===== src/hw/ars_defines.vh =====
`ifndef ARS_DEFINES_VH
`define ARS_DEFINES_VH

// ----------------------------------------------------------------
// Register byte offsets
// ----------------------------------------------------------------
`define ARS_OFF_SLOT0 8'h00
`define ARS_OFF_SLOT1 8'h04
`define ARS_OFF_SLOT2 8'h08
`define ARS_OFF_SLOT3 8'h0C
`define ARS_OFF_MON_SEL 8'h10
`define ARS_OFF_IRQ_STAT 8'h14
`define ARS_OFF_IRQ_MASK 8'h18
`define ARS_OFF_MON_VAL 8'h1C

// ----------------------------------------------------------------
// Result slot field layout
// ----------------------------------------------------------------
`define ARS_SLOT_VAL_LSB 6
`define ARS_SLOT_VAL_MSB 15
`define ARS_SLOT_OVR_BIT 1
`define ARS_SLOT_STORED_BIT 0

// ----------------------------------------------------------------
// Monitor selector and interrupt layout
// ----------------------------------------------------------------
`define ARS_MON_SEL_W 4
`define ARS_MON_SEL_TOP_BIT 3
`define ARS_IRQ_W 8
`define ARS_IRQ_STORED_LSB 0
`define ARS_IRQ_OVR_LSB 4

// ----------------------------------------------------------------
// Reset values and bus answers
// ----------------------------------------------------------------
`define ARS_RST_WORD 32'h0000_0000
`define ARS_RST_MON_SEL 4'h0
`define ARS_RST_IRQ 8'h00
`define ARS_RESP_OKAY 2'b00
`define ARS_RESP_DECERR 2'b11

`endif


===== src/hw/ars_slot.v =====
`timescale 1ns/1ps

// One result slot: value, stored flag and overrun flag
module ars_slot #(
    parameter VAL_W = 10
) (
    // Clock and reset
    input wire clk_sys,
    input wire sys_rst,
    // Converter side
    input wire wr_en,
    input wire [VAL_W-1:0] wr_data,
    // Processor side
    input wire rd_clr,
    // Slot state
    output reg [VAL_W-1:0] value_r,
    output reg stored_r,
    output reg overrun_r,
    output wire stored_evt,
    output wire overrun_evt
);

    assign stored_evt = wr_en;
    assign overrun_evt = wr_en & stored_r;

    always @(posedge clk_sys or posedge sys_rst) begin
        if (sys_rst) begin
            value_r <= {VAL_W{1'b0}};
            stored_r <= 1'b0;
            overrun_r <= 1'b0;
        end else begin
            if (wr_en) begin
                value_r <= wr_data;
            end
            // A result landing in the cycle of the read was not seen, so it stays set
            if (wr_en) begin
                stored_r <= 1'b1;
            end else if (rd_clr) begin
                stored_r <= 1'b0;
            end
            if (overrun_evt) begin
                overrun_r <= 1'b1;
            end else if (rd_clr) begin
                overrun_r <= 1'b0;
            end
        end
    end

endmodule


===== src/hw/ars_regs.v =====
// Register access over AXI4-Lite and the register offsets were chosen for this implementation.
`timescale 1ns/1ps

`include "ars_defines.vh"

// Functional notes
// - Each slot shows its latest 10-bit result in bits 15:6, LSB at bit 6.
// - A new result written into a slot sets that slot's stored flag, bit 0.
// - Reading a slot's result clears its stored flag.
// - A new result over an unread one sets the slot's overrun flag, bit 1.
// - Reading the overrun flag clears it.
// - Monitor selector 0-7 picks ordinary slots; any 1xxx code picks the priority slot.

module ars_regs #(
    parameter VAL_W = 10,
    parameter ADDR_W = 8
) (
    // Clock and reset
    input wire clk_sys,
    input wire sys_rst,

    // Converter sequencer result port
    input wire conv_wr_valid,
    input wire [1:0] conv_wr_slot,
    input wire [VAL_W-1:0] conv_wr_data,

    // Results held outside this bank, seen by the monitor
    input wire [4*VAL_W-1:0] upper_slot_values,
    input wire [VAL_W-1:0] top_priority_result_slot,

    // Monitor output
    output reg [VAL_W-1:0] monitor_value_r,

    // AXI4-Lite write address
    input wire [ADDR_W-1:0] s_axi_awaddr,
    input wire [2:0] s_axi_awprot,
    input wire s_axi_awvalid,
    output wire s_axi_awready,

    // AXI4-Lite write data
    input wire [31:0] s_axi_wdata,
    input wire [3:0] s_axi_wstrb,
    input wire s_axi_wvalid,
    output wire s_axi_wready,

    // AXI4-Lite write response
    output reg [1:0] s_axi_bresp,
    output reg s_axi_bvalid,
    input wire s_axi_bready,

    // AXI4-Lite read address
    input wire [ADDR_W-1:0] s_axi_araddr,
    input wire [2:0] s_axi_arprot,
    input wire s_axi_arvalid,
    output wire s_axi_arready,

    // AXI4-Lite read data
    output reg [31:0] s_axi_rdata,
    output reg [1:0] s_axi_rresp,
    output reg s_axi_rvalid,
    input wire s_axi_rready,

    // Interrupt
    output reg irq_r
);

    // ------------------------------------------------------------
    // Declarations
    // ------------------------------------------------------------
    wire [3:0] slot_wr;
    wire [3:0] slot_rd_clr;
    wire [3:0] stored_flag;
    wire [3:0] overrun_flag;
    wire [3:0] stored_evt;
    wire [3:0] overrun_evt;
    wire [4*VAL_W-1:0] slot_value;

    reg aw_held_r;
    reg w_held_r;
    reg [ADDR_W-1:0] awaddr_r;
    reg [31:0] wdata_r;
    reg [3:0] wstrb_r;

    wire [ADDR_W-1:0] wr_addr;
    wire [31:0] wr_data;
    wire [3:0] wr_strb;
    wire aw_take;
    wire w_take;
    wire wr_fire;
    wire rd_take;

    reg [`ARS_MON_SEL_W-1:0] mon_sel_r;
    reg [`ARS_IRQ_W-1:0] irq_stat_r;
    reg [`ARS_IRQ_W-1:0] irq_mask_r;
    wire [`ARS_IRQ_W-1:0] irq_evt;
    wire [`ARS_IRQ_W-1:0] irq_w1c;

    reg [31:0] rd_word;
    reg rd_hit;
    reg wr_hit;
    reg [VAL_W-1:0] mon_nxt;
    reg [VAL_W-1:0] slot_pick;

    // ------------------------------------------------------------
    // Result slots
    // ------------------------------------------------------------
    genvar gi;
    generate
        for (gi = 0; gi < 4; gi = gi + 1) begin : g_slot
            // Sized copies of the loop index; a genvar cannot be part-selected
            localparam [1:0] SLOT_IDX = gi;
            localparam [2:0] SLOT_WORD = gi;
            assign slot_wr[gi] = conv_wr_valid & (conv_wr_slot == SLOT_IDX);
            // Stored flag and overrun flag share one word, so one read clears both
            assign slot_rd_clr[gi] = rd_take & rd_hit
                & (s_axi_araddr[4:2] == SLOT_WORD);

            ars_slot #(
                .VAL_W(VAL_W)
            ) u_slot (
                .clk_sys(clk_sys),
                .sys_rst(sys_rst),
                .wr_en(slot_wr[gi]),
                .wr_data(conv_wr_data),
                .rd_clr(slot_rd_clr[gi]),
                .value_r(slot_value[gi*VAL_W +: VAL_W]),
                .stored_r(stored_flag[gi]),
                .overrun_r(overrun_flag[gi]),
                .stored_evt(stored_evt[gi]),
                .overrun_evt(overrun_evt[gi])
            );
        end
    endgenerate

    // ------------------------------------------------------------
    // Write channels
    // ------------------------------------------------------------
    // Address and data are taken in either order; one response at a time
    assign s_axi_awready = ~aw_held_r & ~s_axi_bvalid;
    assign s_axi_wready = ~w_held_r & ~s_axi_bvalid;
    assign aw_take = s_axi_awvalid & s_axi_awready;
    assign w_take = s_axi_wvalid & s_axi_wready;
    assign wr_fire = (aw_held_r | aw_take) & (w_held_r | w_take);

    assign wr_addr = aw_held_r ? awaddr_r : s_axi_awaddr;
    assign wr_data = w_held_r ? wdata_r : s_axi_wdata;
    assign wr_strb = w_held_r ? wstrb_r : s_axi_wstrb;

    always @(posedge clk_sys or posedge sys_rst) begin
        if (sys_rst) begin
            aw_held_r <= 1'b0;
            w_held_r <= 1'b0;
            awaddr_r <= {ADDR_W{1'b0}};
            wdata_r <= `ARS_RST_WORD;
            wstrb_r <= 4'h0;
            s_axi_bvalid <= 1'b0;
            s_axi_bresp <= `ARS_RESP_OKAY;
        end else begin
            if (wr_fire) begin
                aw_held_r <= 1'b0;
                w_held_r <= 1'b0;
                s_axi_bvalid <= 1'b1;
                s_axi_bresp <= wr_hit ? `ARS_RESP_OKAY : `ARS_RESP_DECERR;
            end else begin
                if (aw_take) begin
                    aw_held_r <= 1'b1;
                    awaddr_r <= s_axi_awaddr;
                end
                if (w_take) begin
                    w_held_r <= 1'b1;
                    wdata_r <= s_axi_wdata;
                    wstrb_r <= s_axi_wstrb;
                end
                if (s_axi_bvalid & s_axi_bready) begin
                    s_axi_bvalid <= 1'b0;
                end
            end
        end
    end

    always @* begin
        wr_hit = 1'b0;
        case (wr_addr)
            `ARS_OFF_SLOT0, `ARS_OFF_SLOT1, `ARS_OFF_SLOT2, `ARS_OFF_SLOT3,
            `ARS_OFF_MON_SEL, `ARS_OFF_IRQ_STAT, `ARS_OFF_IRQ_MASK,
            `ARS_OFF_MON_VAL: begin
                // Read-only words accept the write and ignore it
                wr_hit = 1'b1;
            end
            default: begin
                wr_hit = 1'b0;
            end
        endcase
    end

    // ------------------------------------------------------------
    // Control registers and interrupt
    // ------------------------------------------------------------
    assign irq_evt = {overrun_evt, stored_evt};
    assign irq_w1c = (wr_fire && wr_addr == `ARS_OFF_IRQ_STAT && wr_strb[0])
        ? wr_data[`ARS_IRQ_W-1:0] : {`ARS_IRQ_W{1'b0}};

    always @(posedge clk_sys or posedge sys_rst) begin
        if (sys_rst) begin
            mon_sel_r <= `ARS_RST_MON_SEL;
            irq_mask_r <= `ARS_RST_IRQ;
            irq_stat_r <= `ARS_RST_IRQ;
            irq_r <= 1'b0;
        end else begin
            if (wr_fire && wr_addr == `ARS_OFF_MON_SEL && wr_strb[0]) begin
                mon_sel_r <= wr_data[`ARS_MON_SEL_W-1:0];
            end
            if (wr_fire && wr_addr == `ARS_OFF_IRQ_MASK && wr_strb[0]) begin
                irq_mask_r <= wr_data[`ARS_IRQ_W-1:0];
            end
            // A new event outweighs a clear written in the same cycle
            irq_stat_r <= (irq_stat_r & ~irq_w1c) | irq_evt;
            irq_r <= |(irq_stat_r & irq_mask_r);
        end
    end

    // ------------------------------------------------------------
    // Monitor slot selection
    // ------------------------------------------------------------
    always @* begin
        slot_pick = {VAL_W{1'b0}};
        case (mon_sel_r[2:0])
            3'h0: slot_pick = slot_value[0*VAL_W +: VAL_W];
            3'h1: slot_pick = slot_value[1*VAL_W +: VAL_W];
            3'h2: slot_pick = slot_value[2*VAL_W +: VAL_W];
            3'h3: slot_pick = slot_value[3*VAL_W +: VAL_W];
            3'h4: slot_pick = upper_slot_values[0*VAL_W +: VAL_W];
            3'h5: slot_pick = upper_slot_values[1*VAL_W +: VAL_W];
            3'h6: slot_pick = upper_slot_values[2*VAL_W +: VAL_W];
            3'h7: slot_pick = upper_slot_values[3*VAL_W +: VAL_W];
            default: slot_pick = {VAL_W{1'b0}};
        endcase
        // Top bit overrides the low three, whatever they hold
        mon_nxt = mon_sel_r[`ARS_MON_SEL_TOP_BIT] ? top_priority_result_slot
            : slot_pick;
    end

    always @(posedge clk_sys or posedge sys_rst) begin
        if (sys_rst) begin
            monitor_value_r <= {VAL_W{1'b0}};
        end else begin
            monitor_value_r <= mon_nxt;
        end
    end

    // ------------------------------------------------------------
    // Read channel
    // ------------------------------------------------------------
    // Data is captured at the address handshake, the same edge that clears
    // the flags, so software always sees the flags from before the clear
    assign s_axi_arready = ~s_axi_rvalid;
    assign rd_take = s_axi_arvalid & s_axi_arready;

    always @* begin
        rd_word = `ARS_RST_WORD;
        rd_hit = 1'b1;
        case (s_axi_araddr)
            `ARS_OFF_SLOT0, `ARS_OFF_SLOT1, `ARS_OFF_SLOT2, `ARS_OFF_SLOT3: begin
                // Unused bits stay zero from the default above
                rd_word[`ARS_SLOT_VAL_MSB:`ARS_SLOT_VAL_LSB] =
                    slot_value[s_axi_araddr[3:2]*VAL_W +: VAL_W];
                rd_word[`ARS_SLOT_OVR_BIT] = overrun_flag[s_axi_araddr[3:2]];
                rd_word[`ARS_SLOT_STORED_BIT] = stored_flag[s_axi_araddr[3:2]];
            end
            `ARS_OFF_MON_SEL: begin
                rd_word[`ARS_MON_SEL_W-1:0] = mon_sel_r;
            end
            `ARS_OFF_IRQ_STAT: begin
                rd_word[`ARS_IRQ_W-1:0] = irq_stat_r;
            end
            `ARS_OFF_IRQ_MASK: begin
                rd_word[`ARS_IRQ_W-1:0] = irq_mask_r;
            end
            `ARS_OFF_MON_VAL: begin
                rd_word[VAL_W-1:0] = monitor_value_r;
            end
            default: begin
                rd_hit = 1'b0;
            end
        endcase
    end

    always @(posedge clk_sys or posedge sys_rst) begin
        if (sys_rst) begin
            s_axi_rvalid <= 1'b0;
            s_axi_rdata <= `ARS_RST_WORD;
            s_axi_rresp <= `ARS_RESP_OKAY;
        end else begin
            if (rd_take) begin
                s_axi_rvalid <= 1'b1;
                s_axi_rdata <= rd_word;
                s_axi_rresp <= rd_hit ? `ARS_RESP_OKAY : `ARS_RESP_DECERR;
            end else if (s_axi_rready) begin
                s_axi_rvalid <= 1'b0;
            end
        end
    end

endmodule


===== config.mk =====
export PLATFORM = sky130hd
export DESIGN_NAME = ars_regs
export DESIGN_NICKNAME = d
export VERILOG_FILES = /design/src/hw/ars_slot.v /design/src/hw/ars_regs.v
export VERILOG_INCLUDE_DIRS = /design/src /design/src/hw
export SDC_FILE = /design/constraint.sdc
export NUM_CORES = 1
export LEC_CHECK = 0
export ABC_AREA = 1
export BUFFER_PORTS_ARGS = -buffer_cell sky130_fd_sc_hd__buf_2
export CAP_MARGIN = 20
export CORE_MARGIN = 2
export CORE_UTILIZATION = 45
export CTS_CLUSTER_DIAMETER = 60
export DETAILED_ROUTE_END_ITERATION = 7
export GPL_TIMING_DRIVEN = 0
export PLACE_DENSITY = 0.78
export SYNTH_ARGS = -nofsm -noshare
export SYNTH_HDL_FRONTEND = slang
export SYNTH_SLANG_ARGS = --single-unit

===== constraint.sdc =====
create_clock -name clk_sys -period 10.4 [get_ports clk_sys]
set_clock_uncertainty 0.15 [all_clocks]
set_input_delay 0.52 -clock clk_sys [delete_from_list [all_inputs] [get_ports clk_sys]]
set_output_delay 0.52 -clock clk_sys [all_outputs]
set_load 0.02 [all_outputs]

## Word-level counts from Yosys, hierarchy flattened

Memory sizes are Yosys's and may differ from the RTL's.
Cells that the tools add are included.
W data, S select, Z words.

| cells by class | value |
|---|---|
| multipliers | 1 |
| order comparisons | 1 |
| equality and inequality tests | 23 |
| shift-type cells | 1 |
| muxes and demuxes | 40 |
| bitwise operators | 31 |
| reductions and logical operators | 28 |

Operators with widths:

| cell | number |
|---|---|
| $pmux W10 S8 | 1 |
| $eq A8 B5 Y1 const B | 7 |
| $shiftx A40 B7 Y10 | 1 |
| $mux W1 | 25 |
| $mux W8 | 3 |
| $reduce_bool A2 Y1 | 12 |
| $and A1 B1 Y1 | 20 |
| $and A8 B8 Y8 | 2 |
| $eq A8 B4 Y1 const B | 2 |
| $pmux W2 S4 | 2 |
| $reduce_or A8 Y1 | 2 |
| $eq A3 B2 Y1 const B | 4 |
| $eq A3 B3 Y1 const B | 4 |
| $mux W10 | 1 |
| $pmux W2 S5 | 1 |
| $logic_not A3 Y1 | 3 |
| $eq A8 B3 Y1 const B | 1 |
| $logic_not A8 Y1 | 1 |
| $not A8 Y8 | 1 |
| $or A8 B8 Y8 | 1 |
| $eq A3 B1 Y1 const B | 2 |
| $logic_and A1 B1 Y1 | 6 |
| $mux W6 | 1 |
| $pmux W2 S3 | 1 |
| 12 further kinds | 21 |

| word-level totals | value |
|---|---|
| register bits after elaboration | 120 |
| memory bits (read-only) | 32 |
| output and inout port bits | 52 |
| memories kept | 1 |

Memory list:

| name | words | bits a word | read ports | clocked after Yosys merged registers in | wr ports | RTL line | source |
|---|---|---|---|---|---|---|---|
| (no name shown) | 32 | 1 | 1 | 0 | 0 | ars_regs.v:183 | `case (wr_addr)` |

## Longest topological paths before layout

Gate-level depths: netlist (run 1).

| logic depth | value |
|---|---|
| depth in word-level cells | 11 |
| gate-level depth with buffers | 11 |

## By module

A second synthesis (run 1) with hierarchy kept.

| unflattened totals | value |
|---|---|
| cell total of the unflattened synthesis | 947 |
| area total of the unflattened synthesis | 6555.0 um2 |

Modules (own cells, without submodules):

| module | times used | cells each | area each (um2) | sequential area each (um2) |
|---|---|---|---|---|
| ars_regs | 1 | 731 | 4663.2 | 1751.7 |
| ars_slot | 4 | 54 | 473.0 | 300.3 |

## Worst setup path before layout (run 1)

No wires, ideal clock.

| timing path | value |
|---|---|
| path kind | flip-flop to flip-flop |
| start point | register s_axi_bvalid |
| end point | register awaddr_r[0] |
| setup time | 0.126 ns |
| arrival time | 1.435 ns |
| data required time | 10.124 ns |
| slack | 8.689 ns |
| cell stages (with the launch flop) | 6 |
| period minus slack after synthesis | 1.711 ns |
| cells stage by stage | dfrtp_1 > nor2_1 > nand3_1 > buf_2 > nand2_1 > o21ai_0 |

| on the way | value |
|---|---|
| word-level cells in the longest chain between the ends | 7 |

Ends and longest elaborated chain:

| what | RTL line | source |
|---|---|---|
| from (decl) | ars_regs.v:48 | `output reg s_axi_bvalid,` |
| from (signal assigned) | ars_regs.v:156 | `s_axi_bvalid <= 1'b0;` |
| from (signal assigned) | ars_regs.v:162 | `s_axi_bvalid <= 1'b1;` |
| from (signal assigned) | ars_regs.v:175 | `s_axi_bvalid <= 1'b0;` |
| $not A1 Y1 * | ars_regs.v:139 | `assign s_axi_awready = ~aw_held_r & ~s_axi_bvalid;` |
| $and A1 B1 Y1 * | ars_regs.v:139 |  |
| via s_axi_awready | ars_regs.v:38 | `output wire s_axi_awready,` |
| $and A1 B1 Y1 * | ars_regs.v:141 | `assign aw_take = s_axi_awvalid & s_axi_awready;` |
| $or A1 B1 Y1 | ars_regs.v:143 | `assign wr_fire = (aw_held_r \| aw_take) & (w_held_r \| w_take);` |
| $and A1 B1 Y1 | ars_regs.v:143 |  |
| $not A1 Y1 (no source line) | -- |  |
| $reduce_and A2 Y1 (no source line) * | -- |  |
| to (signal assigned) | ars_regs.v:153 | `awaddr_r <= {ADDR_W{1'b0}};` |
| to (signal assigned) | ars_regs.v:167 | `awaddr_r <= s_axi_awaddr;` |
| to (decl) | ars_regs.v:80 | `reg [ADDR_W-1:0] awaddr_r;` |

Mark *: on every way through the listed nets, which the timed path passes. The rest lies on a longest branch.
A chain may end at the register's enable or synchronous reset.

## Worst setup path in the final report (run 1)

| timing path | value |
|---|---|
| start point | register mon_sel_r[0] |
| end point | register monitor_value_r[5] |

| on the way | value |
|---|---|
| word-level cells in the longest chain between the ends | 3 |

Ends and longest elaborated chain:

| what | RTL line | source |
|---|---|---|
| from (decl) | ars_regs.v:92 | `` reg [`ARS_MON_SEL_W-1:0] mon_sel_r; `` |
| from (signal assigned) | ars_regs.v:205 | `` mon_sel_r <= `ARS_RST_MON_SEL; `` |
| from (signal assigned) | ars_regs.v:211 | `` mon_sel_r <= wr_data[`ARS_MON_SEL_W-1:0]; `` |
| $eq A3 B3 Y1 (tied with other cells) | ars_regs.v:227 | `case (mon_sel_r[2:0])` |
| $pmux W10 S8 * | ars_regs.v:227 |  |
| $mux W10 * | ars_regs.v:239 | `` mon_nxt = mon_sel_r[`ARS_MON_SEL_TOP_BIT] ? top_priority_result_slot `` |
| via mon_nxt[5] | ars_regs.v:101 | `reg [VAL_W-1:0] mon_nxt;` |
| to (signal assigned) | ars_regs.v:245 | `monitor_value_r <= {VAL_W{1'b0}};` |
| to (signal assigned) | ars_regs.v:247 | `monitor_value_r <= mon_nxt;` |
| to (decl) | ars_regs.v:32 | `output reg [VAL_W-1:0] monitor_value_r,` |

Marks and branches as above.

==> reports/metrics.csv, run 1 <==
metric,value,unit
cp-startpoint,mon_sel_r[0],
layout_common_cells,"348 x nand2_1, 136 x buf_2, 119 x inv_1",
p_total,1658,µW
slowest_delay,0.36,ns
async_reset_ff_share,100.0,%
htreeDepth,4,
num_rows,44,
grt_max_degree,103,
ant_nets,0,
cts_tree,done,
yosysUniqueCellTypes,37,
gp_congestion,0.9387,
required,10.54,ns
r2r_start,mon_sel_r[0],
antenna_found_initial,0,
hpwl,14120,µm
min_delay_path_depth,2,
cts_made_buffers,17,
core_area,14370,µm²
start_util,45.60,%
layout_min_cycle_time,2.100,ns
synth.top_cell.area_share,45.06,%
cts_sinks,118,
synth_largest_area_cell,dfrtp_1,
crit_type,reg2reg,
die_w,124.7,µm
insertion_delay,0.42,ns
syn_area_per_cell,7.138,µm²
crit_fanout,10,
pwr_density_cell,203.3,nW/µm²
finalNonFillerCells,1278,
final_net_count,1210,
layout_commonest_cell,nand2_1,
ys_ff_latch,118,
viasPerCell,5.149,
max_freq,476.1,MHz
grtUsageTotal,24.91,%
synth_edf_count,0,
cts_max_path_buffers,2,
routed_wl,19320,µm
p_leak,0.004609,µW
ioPinCount,180,
post-route-period-util,20.20,%
cpMostUsedCell,nand2_1,
min_from,s_axi_bready,
syn_inst,918,
rsz0062_at_grt,no,
arrival,2.24,ns
tightest_slew,0.8567,ns
max_slew_margin,42.57,%
cts-root-buf,clkbuf_16,
dr.pass1.iters,7,
area_growth,24.44,%
cts_resized,0,
drc,0,
crit_path_start_kind,register,
grt_overflow,0,
hold_violations,0,
place_inst,1246,
irDropWorstVdd,119.8,µV
setup_viol,0,
postCtsSetupRepairBufs,0,
detailroute.via_count,6581,
port_buffers,128,
drive_above_1_share,21.30,%
grt_pass1_vias,6170,
synthFlopType,dfrtp_1,
insertedDiodeCount,0,
r2r_cells,8,
drt_iter0_drc,671,
yosysSeqAreaShare,45.06,%
slew_viol_final,0,
cts_hold_buffers,1,
path_cells,buf_4 > inv_1 > nand2_1 > buf_2 > o21ai_0 > inv_1 > nand2_1 > nand2_1,
max_cap_violations,0,
synthTopCellsByArea,"dfrtp_1 45%, nand2_1 20%, o21ai_0 7.4%, inv_1 6.9%, nand3_1 4.7%",
synth_area,6553,µm²
outcome,"finished, final reports clean",
yosys_warnings,0,
hp-class,in2reg,
fillCellCount,1384,
routedWlPerCell,15.12,µm
critPathCaptureType,register,
fin_setup_tns,0,ns
fp.dieH,124.7,µm
path_clk_slew,0.06,ns
grt_pass1_wl,30710,µm
holdWs,0.1237,ns
dieArea,15540,µm²
slowest_stage,dfrtp_1,
## worst paths after layout
kind | slack, ns | end
hold reg to reg | 0.33 | s_axi_rdata[15]
max in group asynchronous | 8.93 | irq_mask_r[7]
setup reg to reg | 8.30 | monitor_value_r[5]
min in group asynchronous | 0.44 | wdata_r[0]
setup / recovery | 8.30 | monitor_value_r[5]
hold / removal | 0.12 | s_axi_bvalid
## synth_stat cells (2+ instances only)
| master | count |
|---|---|
| a221oi_1 | 2 |
| a22oi_1 | 5 |
| buf_2 | 8 |
| buf_4 | 22 |
| buf_6 | 3 |
| clkbuf_1 | 8 |
| dfrtp_1 | 118 |
| inv_1 | 120 |
| inv_2 | 10 |
| nand2_1 | 348 |
| nand2_2 | 6 |
| nand3_1 | 61 |
| nand3_2 | 2 |
| nand3b_1 | 4 |
| nand4_1 | 11 |
| nor2_1 | 52 |
| nor2_2 | 3 |
| nor2_4 | 6 |
| nor3_1 | 4 |
| nor3_4 | 3 |
| nor3b_1 | 2 |
| o2111ai_1 | 2 |
| o21ai_0 | 97 |
| o21ai_1 | 4 |
| o22ai_1 | 2 |
| or2_2 | 4 |
## where the power goes
group / switching [µW] / internal [µW] / total, µW
Sequential: 62.8 / 545 / 608
Combinational: 280 / 139 / 419
Clock: 208 / 423 / 631
## registers in the layout, summed over array words and instances, names as in the netlist
register,cells
wstrb_r,1
irq_r,1
w_held_r,1
s_axi_rvalid,1
monitor_value_r,10
s_axi_bresp,1
s_axi_rdata,16
mon_sel_r,4
wdata_r,8
aw_held_r,1
s_axi_rresp,1
g_slot.u_slot.overrun_r,4
g_slot.u_slot.stored_r,4
irq_stat_r,8
awaddr_r,8
irq_mask_r,8
g_slot.u_slot.value_r,40
s_axi_bvalid,1
## per-layer routing
metal | wire length, µm | share of wire (%) | track usage (%) | vias up
li1 | - | - | - | 3154
met1 | 8182 | 42 | 34.31 | 3034
met4 | 436 | 2.3 | 8.526 | 0
met2 | 8709 | 45 | 38.35 | 341
met3 | 1990 | 10 | 6.443 | 52
met5 | 0 | 0 | 0 | -
## final cells by class
cell class,instances,area [µm²],share of cell area [%]
repair buffers,130,678.2,8.317
multi-input cells,641,2887,35.40
flip-flops and latches,118,2953,36.21
well taps,184,230.2,2.823
inverters,131,496.7,6.092
plain buffers,43,277.8,3.406
clock inverters,9,147.6,1.811
clock buffers,22,484.2,5.938
## worst max-delay path, delay by kind of cell (launching register included)
kind | cells | cell delay [ns]
flip-flops | 1 | 0.36
AND/OR/NAND/NOR | 3 | 0.52
AO/OA/AOI/OAI | 1 | 0.19
buffers and inverters | 4 | 0.76
## stage by stage
step / worst slack (ns) / util [%] / area [µm²]
2_1_floorplan: 6.601 / - / 6609
3_3_place_gp: 5.252 / 52.05 / 7480
3_5_place_dp: 8.299 / 52.28 / 7512
4_1_cts: 8.429 / 56.75 / 8154
5_1_grt: 8.246 / 56.75 / 8154
6_report: 8.300 / 56.75 / 8154
## logic make-up after synthesis
family / share of synthesized area (%)
and+or+nand+nor: 33.66
buffers and inverters: 11.74
DFF: 45.06
AOI/OAI and AO/OA: 9.471
other: 0.05723
No activity file was read; power rests on OpenSTA's default activity.
==> inputs of run 2 (changes only) <==
PLACE_DENSITY = 0.81   (was 0.78)
clock period = 1.85 ns   (was 10.4 ns; I/O delays follow)
==> run 2 against run 1 <==
The flow now finishes with violations (design-rule violations, negative hold slack, negative setup slack). Sequential share of layout area shrank 3.2 points. Cell area grew 9.9%. Setup slack lost 8.3 ns. First-iteration DRC count grew 18%. Power grew to 5.7 times the previous value. Sequential cell count is the same. Register-to-register slack lost 8.3 ns. Critical path depth is the same. Utilization grew 5.6 points. Critical path type unchanged. Largest power group is now registers. Highest routed layer unchanged.
==> reports/metrics.csv, run 2 (synthesis results as in run 1) <==
metric,value,unit
top_usage_layer,met2,
setup_ws,-0.02136,ns
dp_slack,-0.02809,ns
hpwl,14290,µm
fp.dieH,124.7,µm
pwr_density_cell,1060,nW/µm²
largestRegisters,"g_slot.u_slot.value_r x40, s_axi_rdata x16, monitor_value_r x10",
drt_iter0_drc,790,
grt_pass1_vias,7015,
hold_violations,5,
max_cap_violations,0,
hp-class,in2reg,
use_met2,43.04,%
gp_congestion,1.020,
grtUsageMet3,8.720,%
final_util,62.36,%
area_growth,36.74,%
insertion_delay,0.42,ns
p_leak,0.004909,µW
p_total,9495,µW
dieArea,15540,µm²
layout_common_cells,"347 x nand2_1, 135 x buf_2, 117 x dfrtp_1",
violations,"design-rule violations, negative hold slack, negative setup slack",
irDropWorstVdd,697.2,µV
crit_type,reg2reg,
layout_min_cycle_time,1.871,ns
crit_path_start_kind,register,
rrSetupSlack,-0.02,ns
start_util,45.60,%
htreeDepth,4,
required,2.00,ns
drive_above_1_share,21.08,%
holdWs,-0.1087,ns
num_rows,44,
cts_sinks,118,
top_register,g_slot.u_slot.value_r,
min_from,conv_wr_slot[1],
detailroute.via_count,7243,
layout_commonest_cell,nand2_1,
cp-startpoint,mon_sel_r[2],
dr.pass1.iters,8,
die_w,124.7,µm
outcome,"finished, violations left",
ant_nets,0,
crit_fanout,10,
fillCellCount,1164,
final_net_count,1288,
post-route-period-util,101.2,%
routed_wl,21640,µm
core_area,14370,µm²
slew_viol_final,0,
port_buffers,128,
critPathCaptureType,register,
cts_max_path_buffers,2,
grt_overflow,0,
gr-usage-met1,34.35,%
drc,4,
routedWlPerCell,15.94,µm
antenna_found_initial,1,
grt_max_degree,43,
path_clk_slew,0.06,ns
tightest_slew,0.6588,ns
max_freq,534.4,MHz
r2r_start,mon_sel_r[2],
arrival,2.02,ns
ioPinCount,180,
grtUsageTotal,27.48,%
setup_viol,3,
cts-root-buf,clkbuf_16,
max_slew_margin,56.08,%
grt_pass1_wl,34070,µm
cts_made_buffers,17,
viasPerCell,5.338,
cts_tree,done,
largest_reg_flops,40,
run 2: layout make-up:
type                       instances  area (µm²)  share of cell area, %
buffer                            43       284.0                  3.170
clock inverter                    13       181.4                  2.025
tap                              184       230.2                  2.569
timing repair buffer             208        1459                  16.28
clock buffer                      18       429.2                  4.790
inverter                         131       504.2                  5.628
antenna                            1       2.502                0.02793
multi-input combinational        641        2915                  32.54
sequential                       118        2954                  32.97
run 2: per-stage QoR:
step | instance area [µm²] | hold slack [ns] | instances | TNS [ns]
final | 8960 | -0.1087 | 1357 | -0.04356
after global routing | 8960 | 0.02122 | 1357 | -0.2459
after CTS | 8924 | 0.005072 | 1355 | 0
after detailed placement | 7543 | -0.02629 | 1248 | -0.08361
after global placement | 7483 | 0.1214 | 1245 | -67.45
after floorplan | 6613 | 0.03895 | 933 | 0
run 2: worst paths after layout:
kind,to,cells after the start
setup / recovery,monitor_value_r[7],8
hold / removal,g_slot[1].u_slot.value_r[5],3
setup reg to reg,monitor_value_r[7],8
hold reg to reg,s_axi_rdata[5],2
max in group asynchronous,g_slot[3].u_slot.value_r[1],5
min in group asynchronous,wdata_r[0],3
run 2: critical path: stages (launching register included):
cell and delay (ns):
dfrtp_1 0.35, buf_4 0.19, nor2_4 0.18, nand2_2 0.18, clkbuf_4 0.25, o21ai_1 0.17, inv_1 0.08, nand2_1 0.13
nand2_1 0.07
run 2: where the power goes:
group / switching [µW] / internal, µW
Combinational: 1710 / 915
Clock: 1190 / 2240
Sequential: 377 / 3060
Total: 3280 / 6220
run 2: per-layer routing:
layer	part of all wire, %	vias to the layer above
met4	5.6	0
li1	-	3318
met2	44	505
met3	11	162
met5	0	-
met1	39	3258
run 2: timing repair:
action,in CTS,in global routing
gates resized for setup,3,16
pin swaps,0,3
endpoints found under the hold margin,125,0
buffers inserted,0,5
hold buffers,76,0
setup endpoints to repair,8,28
==> inputs of run 3 (changes only) <==
GPL_TIMING_DRIVEN = 1   (was 0)
PLACE_DENSITY = 0.73   (was 0.81)
==> run 3 against run 2 <==
The run ends with negative hold slack left. Combinational power fell by 6%. Setup slack improved by 0.055 ns. Highest routed layer unchanged. Global-route usage fell by 1.2 points. Worst hold slack improved by 0.017 ns. Non-clock buffer count fell by 11. Cell count fell by 0.81%. Critical endpoint is now g_slot[1].u_slot.value_r[7].
==> reports/metrics.csv, run 3 (synthesis results as in run 1) <==
metric,value,unit
critPathCaptureType,register,
p_total,9080,µW
required,2.00,ns
ioPinCount,180,
ant_nets,0,
post-route-period-util,98.19,%
holdWs,-0.09185,ns
grt_overflow,0,
dr.pass1.iters,6,
crit_path_start_kind,primary input,
grt_pass1_vias,6449,
cpMostUsedCell,dlygate4sd3_1,
max_cap_violations,0,
max_slew_margin,49.12,%
start_util,45.60,%
p_leak,0.004868,µW
dp_slack,0.1469,ns
routed_wl,19820,µm
rrSetupSlack,0.16,ns
cts-root-buf,clkbuf_16,
layout_commonest_cell,nand2_1,
drc,0,
htreeDepth,4,
cts_made_buffers,17,
final_util,61.56,%
routedWlPerCell,14.72,µm
antenna_found_initial,0,
insertion_delay,0.42,ns
violations,negative hold slack,
layout_min_cycle_time,1.816,ns
final_net_count,1277,
largest_reg_flops,40,
crit_buf_inv,4,
slowest_stage,dlygate4sd3_1,
grtUsageTotal,26.24,%
drt_iter0_drc,547,
hold_violations,1,
cts_max_path_buffers,2,
r2r_start,w_held_r,
largestRegisters,"g_slot.u_slot.value_r x40, s_axi_rdata x16, monitor_value_r x10",
cts_sinks,118,
area_growth,34.98,%
setup_ws,0.03353,ns
path_cells,dlygate4sd3_1 > buf_2 > nand2_1 > dlygate4sd3_1 > o21ai_0 > dlygate4sd3_1,
hp-class,in2reg,
arrival,1.97,ns
viasPerCell,5.033,
fp.dieH,124.7,µm
layout_common_cells,"348 x nand2_1, 130 x buf_2, 118 x inv_1",
r2r-end,s_axi_bvalid,
outcome,"finished, violations left",
grt_max_degree,60,
place_inst,1233,
detailroute.via_count,6775,
die_w,124.7,µm
pwr_density_cell,1027,nW/µm²
irDropWorstVdd,719.1,µV
cts_tree,done,
critPathTopFamily,buffers and inverters,
top_register,g_slot.u_slot.value_r,
grt_pass1_wl,32170,µm
rsz0062_at_grt,no,
slew_viol_final,0,
cp-startpoint,conv_wr_data[7],
core_area,14370,µm²
gp_congestion,0.9478,
crit_fanout,3,
tightest_slew,0.7624,ns
finalNonFillerCells,1346,
hpwl,13590,µm
drive_above_1_share,19.72,%
slowest_delay,0.56,ns
num_rows,44,
crit_type,in2reg,
cp-endpoint,g_slot[1].u_slot.value_r[7],
port_buffers,130,
dieArea,15540,µm²
r2r_cells,5,
max_freq,550.5,MHz
setup_viol,0,
path_clk_slew,0.05,ns
postCtsSetupRepairBufs,0,
path_depth,6,
fin_setup_tns,0,ns
## run 3: cell count changes in the layout (fill, tap and decap cells not counted), moves of 3 or more
cell	previous run	this run
o21ai_0	92	97
buf_6	4	0
buf_2	135	130
inv_1	115	118
clkbuf_1	9	4
dlygate4sd3_1	72	81
o21ai_1	9	4
## run 3: worst min path at each step
stage                     startpoint                          end  slack [ns]  cells past startpoint
2_1_floorplan           s_axi_bready                 s_axi_bvalid        0.04                      1
3_3_place_gp                 sys_rst                   wdata_r[5]        0.07                      3
3_5_place_dp                 sys_rst                   wdata_r[5]        0.07                      3
4_1_cts        upper_slot_values[23]           monitor_value_r[3]       0.005                      7
5_1_grt              conv_wr_slot[1]  g_slot[1].u_slot.value_r[5]        0.02                      3
6_report             conv_wr_slot[1]  g_slot[1].u_slot.value_r[5]       -0.09                      3
## run 3: timing repair
action	CTS	global route
hold endpoints to repair	203	0
endpoints found under the setup margin	0	10
resized for setup	0	3
hold buffers	82	0
## run 3: worst reg2reg max path: cells and delay by family, from the launching register on
family / cells / cell delay, ns
AO/OA/AOI/OAI: 2 / 0.17
buffers and inverters: 2 / 0.68
flip-flops: 1 / 0.47
AND/OR/NAND/NOR: 1 / 0.10
## run 3: cell type report
class | count | area [µm²]
fill | 1259 | 5524
sequential | 118 | 2955
multi-input combinational | 641 | 2887
timing repair buffer | 240 | 1717
inverter | 131 | 495.5
clock buffer | 22 | 454.2
tap | 184 | 230.2
clock inverter | 9 | 103.9
antenna | 1 | 2.502
## run 3: power breakdown
group          total (µW)  switching (µW)  internal (µW)
combinational        2460            1540            923
sequential           3450             387           3060
clock                3170            1170           2000
total                9080            3100           5980
## run 3: routing by layer
| metal | global-route usage [%] | vias to the layer above | part of all wire (%) |
|---|---|---|---|
| met1 | 36.50 | 3063 | 44 |
| met2 | 39.47 | 337 | 45 |
| met4 | 12.69 | 0 | 3.8 |
| li1 | - | 3299 | - |
| met5 | 0 | - | 0 |
| met3 | 5.026 | 76 | 7.8 |
## run 3: stage by stage
stage | hold WS (ns) | cell area (µm²)
final | -0.09185 | 8845
after global routing | 0.01558 | 8842
after detailed placement | 0.07409 | 7471
after global placement | 0.06870 | 7471
after floorplan | 0.03895 | 6613
after CTS | 0.005448 | 8850
